<file path="src/rtl/stlp_cfg.svh">
// Constants of the serial transceiver lane port: offsets, fields, resets, codes, counts.
// Assumes it is included by its bare name before the package and the module.
`ifndef STLP_CFG_SVH
`define STLP_CFG_SVH
// Default number of lanes and bytes per lane word.
`define STLP_LANES        4
`define STLP_BYTES        4
// APB address width and register byte offsets.
`define STLP_ADDR_W       8
`define STLP_OFF_CTRL     8'h00
`define STLP_OFF_STAT     8'h04
`define STLP_OFF_IRQ_STAT 8'h08
`define STLP_OFF_IRQ_MASK 8'h0c
// Control register fields and reset value.
`define STLP_CTRL_W       2
`define STLP_CTRL_SOFT    0
`define STLP_CTRL_FINH    1
`define STLP_CTRL_RST     2'h0
// Status register fields.
`define STLP_STAT_DONE    0
`define STLP_STAT_ALIGN   8
`define STLP_STAT_REQ     16
`define STLP_STAT_LOCK    17
// Interrupt status and mask layout and reset value.
`define STLP_IRQ_W        4
`define STLP_IRQ_REQ      0
`define STLP_IRQ_DISP     1
`define STLP_IRQ_CODE     2
`define STLP_IRQ_DONE     3
`define STLP_IRQ_RST      4'h0
// Control characters recognised on receive.
`define STLP_COMMA_A      8'hbc
`define STLP_COMMA_B      8'h3c
`define STLP_COMMA_C      8'hfc
`define STLP_BOND_CHAR    8'h7c
// Coding-rate ticks a lane waits after its reset is released.
`define STLP_RST_TICKS    4
`endif

</file>
<file path="src/rtl/stlp_pkg.sv">
// Types shared by the serial transceiver lane port.
// Assumes the configuration header is compiled alongside.
package stlp_pkg;
   // Per-lane reset sequence states.
   typedef enum logic [1:0] {LANE_RESET, LANE_SETTLE, LANE_READY} stlp_lane_st_t;
   // One received or transmitted byte.
   typedef logic [7:0] stlp_byte_t;
endpackage

</file>
<file path="src/rtl/stlp_lane_port.sv">
// Parallel side of a multi-lane serial transceiver: transmit, receive, bonding, resets.
// Assumes the line side shares CLK_I, the clock lock is asynchronous, APB on CLK_I.
//
// The address map and the APB slave port are this design's own decisions.
`timescale 1ns/100ps
`include "stlp_cfg.svh"

// Behaviour
// Interface clock phase aligned, rate from line
// Coding clock is exactly half interface clock
// Coding reset released synchronously to coding clock
// Clocks unusable while lock qualifier is low
// Transmit 32 bits per lane, byte control flags
// Inhibit bit disables that lane's transmitter
// Deliver receive words with control flags
// Flag comma characters per received byte
// Flag running disparity errors per byte
// Flag code groups missing from decode table
// Report bonding sequence received per lane
// Report lane aligned with bonding master lane
// Request reset on elastic buffer errors
// Reset lanes while transceiver reset asserted
// Per-lane reset done after reset sequence
// Bond lanes only while bonding enable set
// Reset done low in reset, rises after
module stlp_lane_port
   import stlp_pkg::*;
#(
   parameter int LANE_COUNT = `STLP_LANES,
   parameter int RST_TICKS  = `STLP_RST_TICKS
)
(
   input  logic                      CLK_I,
   input  logic                      RESET_I,
   input  logic                      PSEL_I,
   input  logic                      PENABLE_I,
   input  logic                      PWRITE_I,
   input  logic [`STLP_ADDR_W-1:0]   PADDR_I,
   input  logic [31:0]               PWDATA_I,
   output logic [31:0]               PRDATA_O,
   output logic                      PREADY_O,
   output logic                      PSLVERR_O,
   output logic                      IRQ_O,
   input  logic                      CLK_LOCK_I,
   input  logic                      CODING_SIDE_RESET_I,
   input  logic                      XCVR_RESET_I,
   input  logic                      BOND_EN_I,
   input  logic [32*LANE_COUNT-1:0]  TX_DATA_I,
   input  logic [4*LANE_COUNT-1:0]   TX_CTRL_I,
   input  logic [LANE_COUNT-1:0]     TX_INHIBIT_I,
   output logic [32*LANE_COUNT-1:0]  LINE_TX_DATA_O,
   output logic [4*LANE_COUNT-1:0]   LINE_TX_CTRL_O,
   output logic [LANE_COUNT-1:0]     LINE_TX_EN_O,
   input  logic [32*LANE_COUNT-1:0]  LINE_RX_DATA_I,
   input  logic [4*LANE_COUNT-1:0]   LINE_RX_CTRL_I,
   input  logic [4*LANE_COUNT-1:0]   LINE_RX_DISP_ERR_I,
   input  logic [4*LANE_COUNT-1:0]   LINE_RX_CODE_ERR_I,
   input  logic [LANE_COUNT-1:0]     LINE_RX_EB_ERR_I,
   output logic [32*LANE_COUNT-1:0]  RX_DATA_O,
   output logic [4*LANE_COUNT-1:0]   RX_CTRL_O,
   output logic [4*LANE_COUNT-1:0]   RX_COMMA_O,
   output logic [4*LANE_COUNT-1:0]   RX_DISP_ERR_O,
   output logic [4*LANE_COUNT-1:0]   RX_CODE_ERR_O,
   output logic [LANE_COUNT-1:0]     RX_BOND_SEQ_O,
   output logic [LANE_COUNT-1:0]     RX_ALIGNED_O,
   output logic                      RESET_REQ_O,
   output logic [LANE_COUNT-1:0]     RESET_DONE_O
);

   localparam int NB = `STLP_BYTES * LANE_COUNT;

   // Returns one when a control byte is one of the comma characters.
   function automatic logic is_comma(input stlp_byte_t b, input logic k);
      is_comma = k && (b == `STLP_COMMA_A || b == `STLP_COMMA_B || b == `STLP_COMMA_C);
   endfunction

   // Returns one when a lane word opens with the bonding character.
   function automatic logic is_bond(input stlp_byte_t b, input logic k);
      is_bond = k && (b == `STLP_BOND_CHAR);
   endfunction

   //**********************************************************************
   // Input synchronisers and the coding-rate divider
   //**********************************************************************

   logic [2:0]  lock_sync_r;         // Clock lock through three stages.
   logic        locked_r;            // Filtered clock lock level.
   logic [2:0]  crst_sync_r;         // Coding-side reset through three stages.
   logic        crst_r;              // Filtered coding-side reset level.
   logic        half_r;              // Divider phase toggling every cycle.
   logic        code_en_r;           // One-cycle pulse at the coding rate.
   logic        lane_rst_r;          // Common lane reset.
   logic [`STLP_CTRL_W-1:0] ctrl_r;  // Software control bits.

   // The lock qualifier changes only once the second and third stage agree.
   always_ff @(posedge CLK_I)
   begin
      if (RESET_I)
      begin
         lock_sync_r <= 3'h0;
         locked_r    <= 1'b0;
      end
      else
      begin
         lock_sync_r <= {lock_sync_r[1:0], CLK_LOCK_I};
         if (lock_sync_r[1] == lock_sync_r[2])
         begin
            locked_r <= lock_sync_r[2];
         end
      end
   end

   // The coding-side reset may arrive at any time; its release is re-timed here.
   always_ff @(posedge CLK_I)
   begin
      if (RESET_I)
      begin
         crst_sync_r <= 3'h7;
         crst_r      <= 1'b1;
      end
      else
      begin
         crst_sync_r <= {crst_sync_r[1:0], CODING_SIDE_RESET_I};
         if (crst_sync_r[1] == crst_sync_r[2])
         begin
            crst_r <= crst_sync_r[2];
         end
      end
   end

   // Half-rate enable stands in for the coding clock.
   always_ff @(posedge CLK_I)
   begin
      if (RESET_I)
      begin
         half_r    <= 1'b0;
         code_en_r <= 1'b0;
      end
      else
      begin
         half_r    <= ~half_r;
         code_en_r <= half_r;
      end
   end

   // Lanes are held while any reset is active or the clocks are not locked.
   always_ff @(posedge CLK_I)
   begin
      if (RESET_I)
      begin
         lane_rst_r <= 1'b1;
      end
      else
      begin
         lane_rst_r <= XCVR_RESET_I | crst_r | ~locked_r | ctrl_r[`STLP_CTRL_SOFT];
      end
   end

   //**********************************************************************
   // Per-lane transmit, receive, bonding and reset sequence
   //**********************************************************************

   logic [NB-1:0]         comma_nxt;   // Comma decode of the incoming bytes.
   logic [LANE_COUNT-1:0] bond_nxt;    // Bonding character seen per lane.
   logic [LANE_COUNT-1:0] done_nxt;    // Lane finished its reset sequence.

   genvar gb;
   generate
      for (gb = 0; gb < NB; gb++)
      begin : g_byte
         assign comma_nxt[gb] = is_comma(LINE_RX_DATA_I[8*gb +: 8], LINE_RX_CTRL_I[gb]);
      end
   endgenerate

   genvar gl;
   generate
      for (gl = 0; gl < LANE_COUNT; gl++)
      begin : g_lane
         stlp_lane_st_t st_r;      // Reset sequence state.
         logic [7:0]    tick_r;    // Coding ticks spent settling.

         assign bond_nxt[gl] = is_bond(LINE_RX_DATA_I[32*gl +: 8], LINE_RX_CTRL_I[4*gl]);
         assign done_nxt[gl] = (st_r == LANE_READY);

         // Transmit word with its control flags; an inhibited lane stays silent.
         always_ff @(posedge CLK_I)
         begin
            if (RESET_I || lane_rst_r)
            begin
               LINE_TX_DATA_O[32*gl +: 32] <= 32'h0;
               LINE_TX_CTRL_O[4*gl +: 4]   <= 4'h0;
               LINE_TX_EN_O[gl]            <= 1'b0;
            end
            else if (TX_INHIBIT_I[gl] || ctrl_r[`STLP_CTRL_FINH])
            begin
               LINE_TX_DATA_O[32*gl +: 32] <= 32'h0;
               LINE_TX_CTRL_O[4*gl +: 4]   <= 4'h0;
               LINE_TX_EN_O[gl]            <= 1'b0;
            end
            else
            begin
               LINE_TX_DATA_O[32*gl +: 32] <= TX_DATA_I[32*gl +: 32];
               LINE_TX_CTRL_O[4*gl +: 4]   <= TX_CTRL_I[4*gl +: 4];
               LINE_TX_EN_O[gl]            <= 1'b1;
            end
         end

         // Bonding: sequence seen with the master lane marks the lane aligned.
         always_ff @(posedge CLK_I)
         begin
            if (RESET_I || lane_rst_r || !BOND_EN_I)
            begin
               RX_BOND_SEQ_O[gl] <= 1'b0;
               RX_ALIGNED_O[gl]  <= 1'b0;
            end
            else
            begin
               RX_BOND_SEQ_O[gl] <= bond_nxt[gl];
               if (bond_nxt[gl] && bond_nxt[0])
               begin
                  RX_ALIGNED_O[gl] <= 1'b1;
               end
            end
         end

         // Reset sequence: wait a number of coding ticks after release.
         always_ff @(posedge CLK_I)
         begin
            if (RESET_I || lane_rst_r)
            begin
               st_r   <= LANE_RESET;
               tick_r <= 8'h0;
            end
            else
            begin
               case (st_r)
                  LANE_RESET:
                  begin
                     st_r <= LANE_SETTLE;
                  end
                  LANE_SETTLE:
                  begin
                     if (code_en_r)
                     begin
                        tick_r <= tick_r + 8'h1;
                        if (tick_r == 8'(RST_TICKS - 1))
                        begin
                           st_r <= LANE_READY;
                        end
                     end
                  end
                  LANE_READY:
                  begin
                     st_r <= LANE_READY;
                  end
                  default:
                  begin
                     st_r <= LANE_RESET;
                  end
               endcase
            end
         end
      end
   endgenerate

   // Received words and per-byte flags; all cleared while lanes are in reset.
   always_ff @(posedge CLK_I)
   begin
      if (RESET_I || lane_rst_r)
      begin
         RX_DATA_O     <= '0;
         RX_CTRL_O     <= '0;
         RX_COMMA_O    <= '0;
         RX_DISP_ERR_O <= '0;
         RX_CODE_ERR_O <= '0;
      end
      else
      begin
         RX_DATA_O     <= LINE_RX_DATA_I;
         RX_CTRL_O     <= LINE_RX_CTRL_I;
         RX_COMMA_O    <= comma_nxt;
         RX_DISP_ERR_O <= LINE_RX_DISP_ERR_I;
         RX_CODE_ERR_O <= LINE_RX_CODE_ERR_I;
      end
   end

   // Reset-done vector follows the lane states and is low in reset.
   always_ff @(posedge CLK_I)
   begin
      if (RESET_I || lane_rst_r)
      begin
         RESET_DONE_O <= '0;
      end
      else
      begin
         RESET_DONE_O <= done_nxt;
      end
   end

   // Reset request: a buffer error sets it, the transceiver reset clears it.
   always_ff @(posedge CLK_I)
   begin
      if (RESET_I)
      begin
         RESET_REQ_O <= 1'b0;
      end
      else
      begin
         RESET_REQ_O <= (|LINE_RX_EB_ERR_I) | (RESET_REQ_O & ~XCVR_RESET_I);
      end
   end

   //**********************************************************************
   // APB register slave and interrupt
   //**********************************************************************

   logic [`STLP_IRQ_W-1:0] irq_stat_r;  // Sticky event bits.
   logic [`STLP_IRQ_W-1:0] irq_mask_r;  // Enables of the event bits.
   logic [`STLP_IRQ_W-1:0] irq_ev;      // Events of this cycle.
   logic [31:0]            rd_nxt;      // Read data chosen at setup.
   logic                   rd_ok;       // Address is mapped.
   logic                   wr_acc;      // Write taken this edge.
   logic                   all_done_r;  // All lanes were done last cycle.

   assign wr_acc = PSEL_I & PENABLE_I & PWRITE_I & PREADY_O;

   // Read multiplexer; unmapped addresses read zero with an error.
   always_comb
   begin
      rd_nxt = 32'h0;
      rd_ok  = 1'b1;
      case (PADDR_I)
         `STLP_OFF_CTRL:     rd_nxt[`STLP_CTRL_W-1:0] = ctrl_r;
         `STLP_OFF_STAT:
         begin
            rd_nxt[`STLP_STAT_DONE +: LANE_COUNT]  = RESET_DONE_O;
            rd_nxt[`STLP_STAT_ALIGN +: LANE_COUNT] = RX_ALIGNED_O;
            rd_nxt[`STLP_STAT_REQ]                 = RESET_REQ_O;
            rd_nxt[`STLP_STAT_LOCK]                = locked_r;
         end
         `STLP_OFF_IRQ_STAT: rd_nxt[`STLP_IRQ_W-1:0] = irq_stat_r;
         `STLP_OFF_IRQ_MASK: rd_nxt[`STLP_IRQ_W-1:0] = irq_mask_r;
         default:            rd_ok = 1'b0;
      endcase
   end

   // Answer is ready in the first access cycle; data captured in setup.
   always_ff @(posedge CLK_I)
   begin
      if (RESET_I)
      begin
         PRDATA_O  <= 32'h0;
         PREADY_O  <= 1'b0;
         PSLVERR_O <= 1'b0;
      end
      else
      begin
         PREADY_O <= 1'b1;
         if (PSEL_I && !PENABLE_I)
         begin
            PRDATA_O  <= PWRITE_I ? 32'h0 : rd_nxt;
            PSLVERR_O <= ~rd_ok;
         end
      end
   end

   // Control and mask registers written at the access edge.
   always_ff @(posedge CLK_I)
   begin
      if (RESET_I)
      begin
         ctrl_r     <= `STLP_CTRL_RST;
         irq_mask_r <= `STLP_IRQ_RST;
      end
      else if (wr_acc)
      begin
         if (PADDR_I == `STLP_OFF_CTRL)
         begin
            ctrl_r <= PWDATA_I[`STLP_CTRL_W-1:0];
         end
         if (PADDR_I == `STLP_OFF_IRQ_MASK)
         begin
            irq_mask_r <= PWDATA_I[`STLP_IRQ_W-1:0];
         end
      end
   end

   // Events: buffer error, disparity error, code error, all lanes done.
   always_comb
   begin
      irq_ev                 = '0;
      irq_ev[`STLP_IRQ_REQ]  = |LINE_RX_EB_ERR_I;
      irq_ev[`STLP_IRQ_DISP] = |RX_DISP_ERR_O;
      irq_ev[`STLP_IRQ_CODE] = |RX_CODE_ERR_O;
      irq_ev[`STLP_IRQ_DONE] = (&RESET_DONE_O) & ~all_done_r;
   end

   // Sticky status cleared by writing one; a new event wins over the clear.
   always_ff @(posedge CLK_I)
   begin
      if (RESET_I)
      begin
         irq_stat_r <= `STLP_IRQ_RST;
         all_done_r <= 1'b0;
         IRQ_O      <= 1'b0;
      end
      else
      begin
         all_done_r <= &RESET_DONE_O;
         if (wr_acc && PADDR_I == `STLP_OFF_IRQ_STAT)
         begin
            irq_stat_r <= (irq_stat_r & ~PWDATA_I[`STLP_IRQ_W-1:0]) | irq_ev;
         end
         else
         begin
            irq_stat_r <= irq_stat_r | irq_ev;
         end
         IRQ_O <= |(irq_stat_r & irq_mask_r);
      end
   end
endmodule

</file>
<file path="config.mk">
export PLATFORM = sky130hd
export DESIGN_NAME = stlp_lane_port
export DESIGN_NICKNAME = d
export VERILOG_FILES = /design/src/rtl/stlp_pkg.sv /design/src/rtl/stlp_lane_port.sv
export VERILOG_INCLUDE_DIRS = /design/src /design/src/rtl
export SDC_FILE = /design/constraint.sdc
export NUM_CORES = 1
export LEC_CHECK = 0
export ABC_AREA = 1
export BUFFER_PORTS_ARGS = -buffer_cell sky130_fd_sc_hd__buf_2
export CORE_AREA = 8 8 295 297
export DETAILED_ROUTE_END_ITERATION = 7
export DIE_AREA = 0 0 303 305
export GPL_TIMING_DRIVEN = 0
export SLEW_MARGIN = 20
export SYNTH_ARGS = -nofsm -noshare
export SYNTH_HDL_FRONTEND = slang
export SYNTH_SLANG_ARGS = --single-unit
</file>
<file path="constraint.sdc">
create_clock -name CLK_I -period 2.35 [get_ports CLK_I]
set_clock_uncertainty 0.15 [all_clocks]
set_input_delay 0.235 -clock CLK_I [delete_from_list [all_inputs] [get_ports CLK_I]]
set_output_delay 0.235 -clock CLK_I [all_outputs]
set_load 0.01 [all_outputs]
</file>
## After elaboration in Yosys (flattened, before gate mapping)

Index checks and enable logic that the tools add are counted.

- Word-level logic and storage cells: 264
- Input port bits: 377
- Flip-flop bits (word level): 450

- Equal/unequal tests: 77
- Reductions and logical operators: 90
- Multiplexer cells: 24
- Add/subtract/negate cells: 4
- Bitwise gates (word level): 19

Operator list:

| cell | number |
|---|---|
| $eq A8 B8 Y1 const B | 32 |
| $eq A8 B6 Y1 const B | 16 |
| $logic_or A1 B1 Y1 | 38 |
| $add A8 B1 Y8 const B | 4 |
| $eq A8 B2 Y1 const B | 4 |
| $eq A8 B7 Y1 const B | 4 |
| $reduce_or A16 Y1 | 2 |
| $pmux W2 S3 | 5 |
| $logic_and A1 B1 Y1 | 25 |
| $reduce_and A2 Y1 | 10 |
| $mux W18 | 1 |
| $mux W2 | 9 |
| $eq A8 B4 Y1 const B | 2 |
| $ne A2 B2 Y1 const B | 8 |
| $reduce_or A4 Y1 | 3 |
| $and A4 B4 Y4 | 2 |
| $eq A2 B1 Y1 const B | 4 |
| $eq A2 B2 Y1 const B | 4 |
| $eq A8 B3 Y1 const B | 1 |
| $logic_not A2 Y1 | 4 |
| $logic_not A8 Y1 | 1 |
| $mux W4 | 2 |
| $or A4 B4 Y4 | 2 |
| $pmux W2 S4 | 1 |
| 9 further kinds | 30 |

## Longest topological paths before layout

- Word-level depth: 5
- Gate-level depth with buffers: 9
- Depth with buffers taken out: 9

## Worst setup path after synthesis

OpenSTA, ideal clock, no wires.

- Path type: register -> register
- Start point: register g_lane[3].st_r[1]
- End point: register g_lane[3].tick_r[7]
- Library setup time: 119 ps
- Cell stages (with the launch flop): 10
- Data arrival time: 1135 ps
- Slack: 946 ps
- Clock period less this slack: 1404 ps
- Required time: 2081 ps
- Buffers on the path: 0
- Cell sequence: dfxtp_1 -> inv_1 -> ha_1 -> nand2_1 -> inv_2 -> nand2_1 -> nor2_2 -> nand4_1 -> o21ai_0 -> a21oi_1

- Cells in the longest elaborated chain, start to end: 2

Ends and longest elaborated chain:

| what | RTL line | RTL |
|---|---|---|
| start, declared | stlp_lane_port.sv:179 | `stlp_lane_st_t st_r;` |
| start signal, assigned | stlp_lane_port.sv:231 | `st_r <= LANE_RESET;` |
| start signal, assigned | stlp_lane_port.sv:239 | `st_r <= LANE_SETTLE;` |
| start signal, assigned | stlp_lane_port.sv:248 | `st_r <= LANE_READY;` |
| $eq A2 B1 Y1 | stlp_lane_port.sv:236 | `case (st_r)` |
| $reduce_and A2 Y1 (no source line) | -- |  |
| end signal, assigned | stlp_lane_port.sv:245 | `tick_r <= tick_r + 8'h1;` |
| end, declared | stlp_lane_port.sv:180 | `logic [7:0] tick_r;` |

Every way passes these cells.
A chain may end at the register's enable or synchronous reset.

## Worst setup path after layout

- Start point: input LINE_RX_DATA_I[96]
- End point: register RX_ALIGNED_O[3]

- Cells in the longest elaborated chain, start to end: 3

Ends and longest elaborated chain:

| what | RTL line | RTL |
|---|---|---|
| start, declared | stlp_lane_port.sv:54 | `input logic [32*LANE_COUNT-1:0] LINE_RX_DATA_I,` |
| $eq A8 B7 Y1 (no source line) | -- |  |
| $logic_and A1 B1 Y1 | stlp_lane_port.sv:79 | `` is_bond = k && (b == `STLP_BOND_CHAR); `` |
| $logic_and A1 B1 Y1 | stlp_lane_port.sv:219 | `if (bond_nxt[gl] && bond_nxt[0])` |
| end signal, assigned by index | stlp_lane_port.sv:214 | `RX_ALIGNED_O[gl] <= 1'b0;` |
| end signal, assigned by index | stlp_lane_port.sv:221 | `RX_ALIGNED_O[gl] <= 1'b1;` |
| end, declared | stlp_lane_port.sv:65 | `output logic [LANE_COUNT-1:0] RX_ALIGNED_O,` |

Every way passes these cells.

==> summary.md <==
| Metric | Value |
|---|---|
| Status | finished, final reports clean |
| Num CTS Buffers | 48 |
| Final hold violations | 0 |
| Synth Instances | 1611 |
| Main synth FF type | dfxtp_1 |
| Design Power | 17.0 mW |
| First-pass GRT wire length | ~100 mm |
| Seq/Total Area, Yosys | roughly three fifths |
| R2r worst-path depth | 6 |
| Layout cells sized above 1 | between 30% and 40% |
| Largest net degree at the start of global routing | 16 |
| Initial Util | 17.3% |
| CP arrival | around 2.6 ns |
| Fmax | 455 MHz |
| GRT Util Overall | ~14% |
| Wire per inst | around 18 um |
| Drt pass-1 iters | 5 |
| Startpoint types | input port |
| CTS Hold Bufs | 376 |
| Final setup viols | 0 |
| CTS Sinks | 428 |
| GP Congestion | roughly 0.9 |
| Crit path required time | 2.73 ns |
| Number of stages on the worst setup path | 7 |
| Total of max-cap violations | 0 |
| Initial antenna violation count | 26 |
| Post-Syn Area per Cell | 8.87 sq um |
| Worst VDD drop | 464 uV |
| Top-area cell type share of the netlist area | about three fifths |
| Core area | 82600 sq um |
| Hold crit path type | in -> reg |
| Clk root buf | clkbuf_16 |
| Biggest cell delay along the critical path | 1.00 ns |
| I/O pins | 765 |
| Area contributors post-synth | dfxtp_1 60%, inv_1 10%, nor2_1 6.7% |
| Synth area leader | dfxtp_1 |
| Yosys Warn Count | 0 |
| Yosys reg bits | 428 |
| Total die area | 92400 sq um |
| Buf/Inv on CP | 3 |
| FF/Latch Area | 8570 sq um |
| Post_cts resized | 0 |
| Vias in the first global route | 15032 |
| Synth-to-layout area growth | 74.4% |
| Worst Path Max Fanout | 2 |
| Slew @ Worst Pin | roughly 1.3 ns |
| Port Buffers | just over 700 |
| Nets | 3165 |
| Final ANT Viol Nets | 0 |
| Site Rows | 106 |
| Routed WL | 70.0 mm |
| Crit-path leading delay family | simple AND/OR/NAND/NOR gates |
| Critical Path End | RX_ALIGNED_O[3] |
| Most used cell, CP | nand2_1 |
| CP endpoint kind | flip-flop |
| CP max stage cell | nor3_1 |
| Total number of vias | roughly 14000 |
| Gr ovfl total | 0 |
| Post-route minimum period | between 2 and 2.5 ns |
| Cell Area, Synth | 14300 sq um |
| LEAKAGE | between 10 and 15 nW |
| Layout Utilization | 30.2% |
| Tcrit/Tclk final | a little over 90% |
| Pwr/cell area | 681 nW/um^2 |
| EDFF count, synth | 0 |
| Clock transition at path regs | 0.06 ns |
| FF-to-FF setup slack | between 0.15 and 0.2 ns |
| Critical Path Source | LINE_RX_DATA_I[96] |
| Clk_lat worst skew | approximately 0.59 ns |
| Final Max Tran Viols | 0 |
| Final non-filler cell total | 3907 |
| Post-Route Setup TNS | 0 ns |
| Post-CTS Setup Bufs | 0 |
| CTS tree | built |
| Area of the multi-input gates | approximately 3800 sq um |
| Vias per cell | 3.69 |
| Async SR Flop Fraction | 0% |
| Reg2reg start | PREADY_O |
| Setup CP Type | in -> reg |
| Post-DP HPWL | 55.0 mm |
| RSZ-0062 raised after global routing | false |
| Dpl cells | 3426 |
| DIE HEIGHT | roughly 310 um |
| Fill count | 8600 |
| Crit Reg-Reg Endpoint | irq_mask_r[2] |
| Largest buffer count on any clock path | 3 |
| Critical-path cell list | dlygate4sd3_1, buf_2, inv_1, nand4_1, nor3_1, nand2_1, nand2_1 |
| Max-slew headroom | 12.0% |
| Residual DRC count | 0 |
| Post-synthesis cell type count | 42 |
| H-tree levels | 2 |
| Die Width | 303 um |
| First DRT Iteration DRCs | 788 |
## registers in the layout, indices dropped and copies added, names as in the netlist, 2 cells and up
register	count
irq_mask_r	4
RX_ALIGNED_O	4
g_lane.st_r	8
lock_sync_r	3
LINE_TX_EN_O	4
RX_BOND_SEQ_O	4
crst_sync_r	3
RX_COMMA_O	16
PRDATA_O	10
RX_DATA_O	128
LINE_TX_CTRL_O	16
RX_DISP_ERR_O	16
ctrl_r	2
LINE_TX_DATA_O	128
irq_stat_r	4
RESET_DONE_O	4
g_lane.tick_r	32
RX_CTRL_O	16
RX_CODE_ERR_O	16
## logic make-up after synthesis
| family | share of synthesized area [%] |
|---|---|
| xor gates and xnor gates | 0.0613 |
| other | 0.0262 |
| and+or+nand+nor | 20.7 |
| DFF | 59.9 |
| adders and majority gates | 1.40 |
| buffers and inverters | 13.9 |
| AOI/OAI and AO/OA | 3.96 |
## per-stage QoR
step / setup WS (ns) / cell area [sq um] / hold slack, ns
floorplan: 0.946 / 14400 / 0.162
global placement: 0.120 / 19300 / 0.245
detailed placement: 0.129 / 19300 / 0.252
CTS: 0.0984 / 24900 / 0.186
global route: 0.0156 / 24900 / 0.209
finish: 0.153 / 24900 / 0.196
## layout make-up
cell class,instances,share of cell area (%)
Sequential cell,428,34.4
Clock inverter,31,2.01
Timing Repair Buffer,1090,29.4
Inverter,403,6.14
Antenna cell,15,0.151
Tap cell,1080,5.42
Clock buffer,59,5.31
Multi-Input combinational cell,738,15.3
Buffer,63,1.81
## worst reg2reg max path, cell delays in order, from the launching register on
cell	delay, ns
dfxtp_1	0.33
nand2_1	0.06
nor2_1	0.46
nand3_2	0.26
o21ai_0	0.20
a21oi_1	0.06
dlygate4sd3_1	0.56
## how the worst min path moves through the flow
stage,from,endpoint,cells after the start
after CTS,PADDR_I[4],PRDATA_O[8],6
final,PADDR_I[4],PRDATA_O[16],6
after global routing,PADDR_I[4],PRDATA_O[8],6
after detailed placement,crst_sync_r[0],crst_sync_r[1],1
after floorplan,TX_INHIBIT_I[0],LINE_TX_EN_O[0],1
after global placement,crst_sync_r[0],crst_sync_r[1],1
## report_power, final
| group | total, mW | switching [mW] | leakage, nW | internal [mW] |
|---|---|---|---|---|
| Combinational | 1.15 | 0.478 | 8.64 | 0.671 |
| Clock | 8.55 | 3.36 | 0.866 | 5.19 |
| Sequential | 7.27 | 0.00505 | 3.45 | 7.26 |
## cell usage in the layout (no fill, tap or decap), types with 23 or more instances in the layout
cell	n
clkbuf_16	49
nor2_2	117
nand2_1	99
a21oi_1	47
buf_2	735
nand4_1	27
buf_4	23
dlygate4sd3_1	376
nand3_1	36
inv_1	391
o21ai_0	36
dfxtp_1	428
nor2_1	254
## cells in the mapped netlist, types with 2 or more instances
cell type and instances:
dfxtp_1 428, inv_1 391, nor2_1 254, nor2_2 117
nand2_1 99, a21oi_1 47, nand3_1 36, o21ai_0 36
nand4_1 27, buf_4 23, buf_2 21, ha_1 16
nor3_1 13, nor4_1 13, buf_6 12, nor2_4 12
o211ai_1 9, inv_4 5, nor2_8 5, o21ai_1 5
clkbuf_1 4, nand3_2 4, nor3_2 4, o2111ai_1 4
inv_2 3, and3_1 2, buf_1 2, clkinv_1 2
nand2_2 2, nor3b_2 2, or2_2 2
## routing by layer
| layer | wire length [um] | GRT usage (%) |
|---|---|---|
| met1 | 26200 | 15.7 |
| met2 | 34900 | 25.8 |
| met3 | 6070 | 4.07 |
| met4 | 2790 | 5.81 |
| met5 | 13 | 0 |
(Power assumes the default switching activity.)
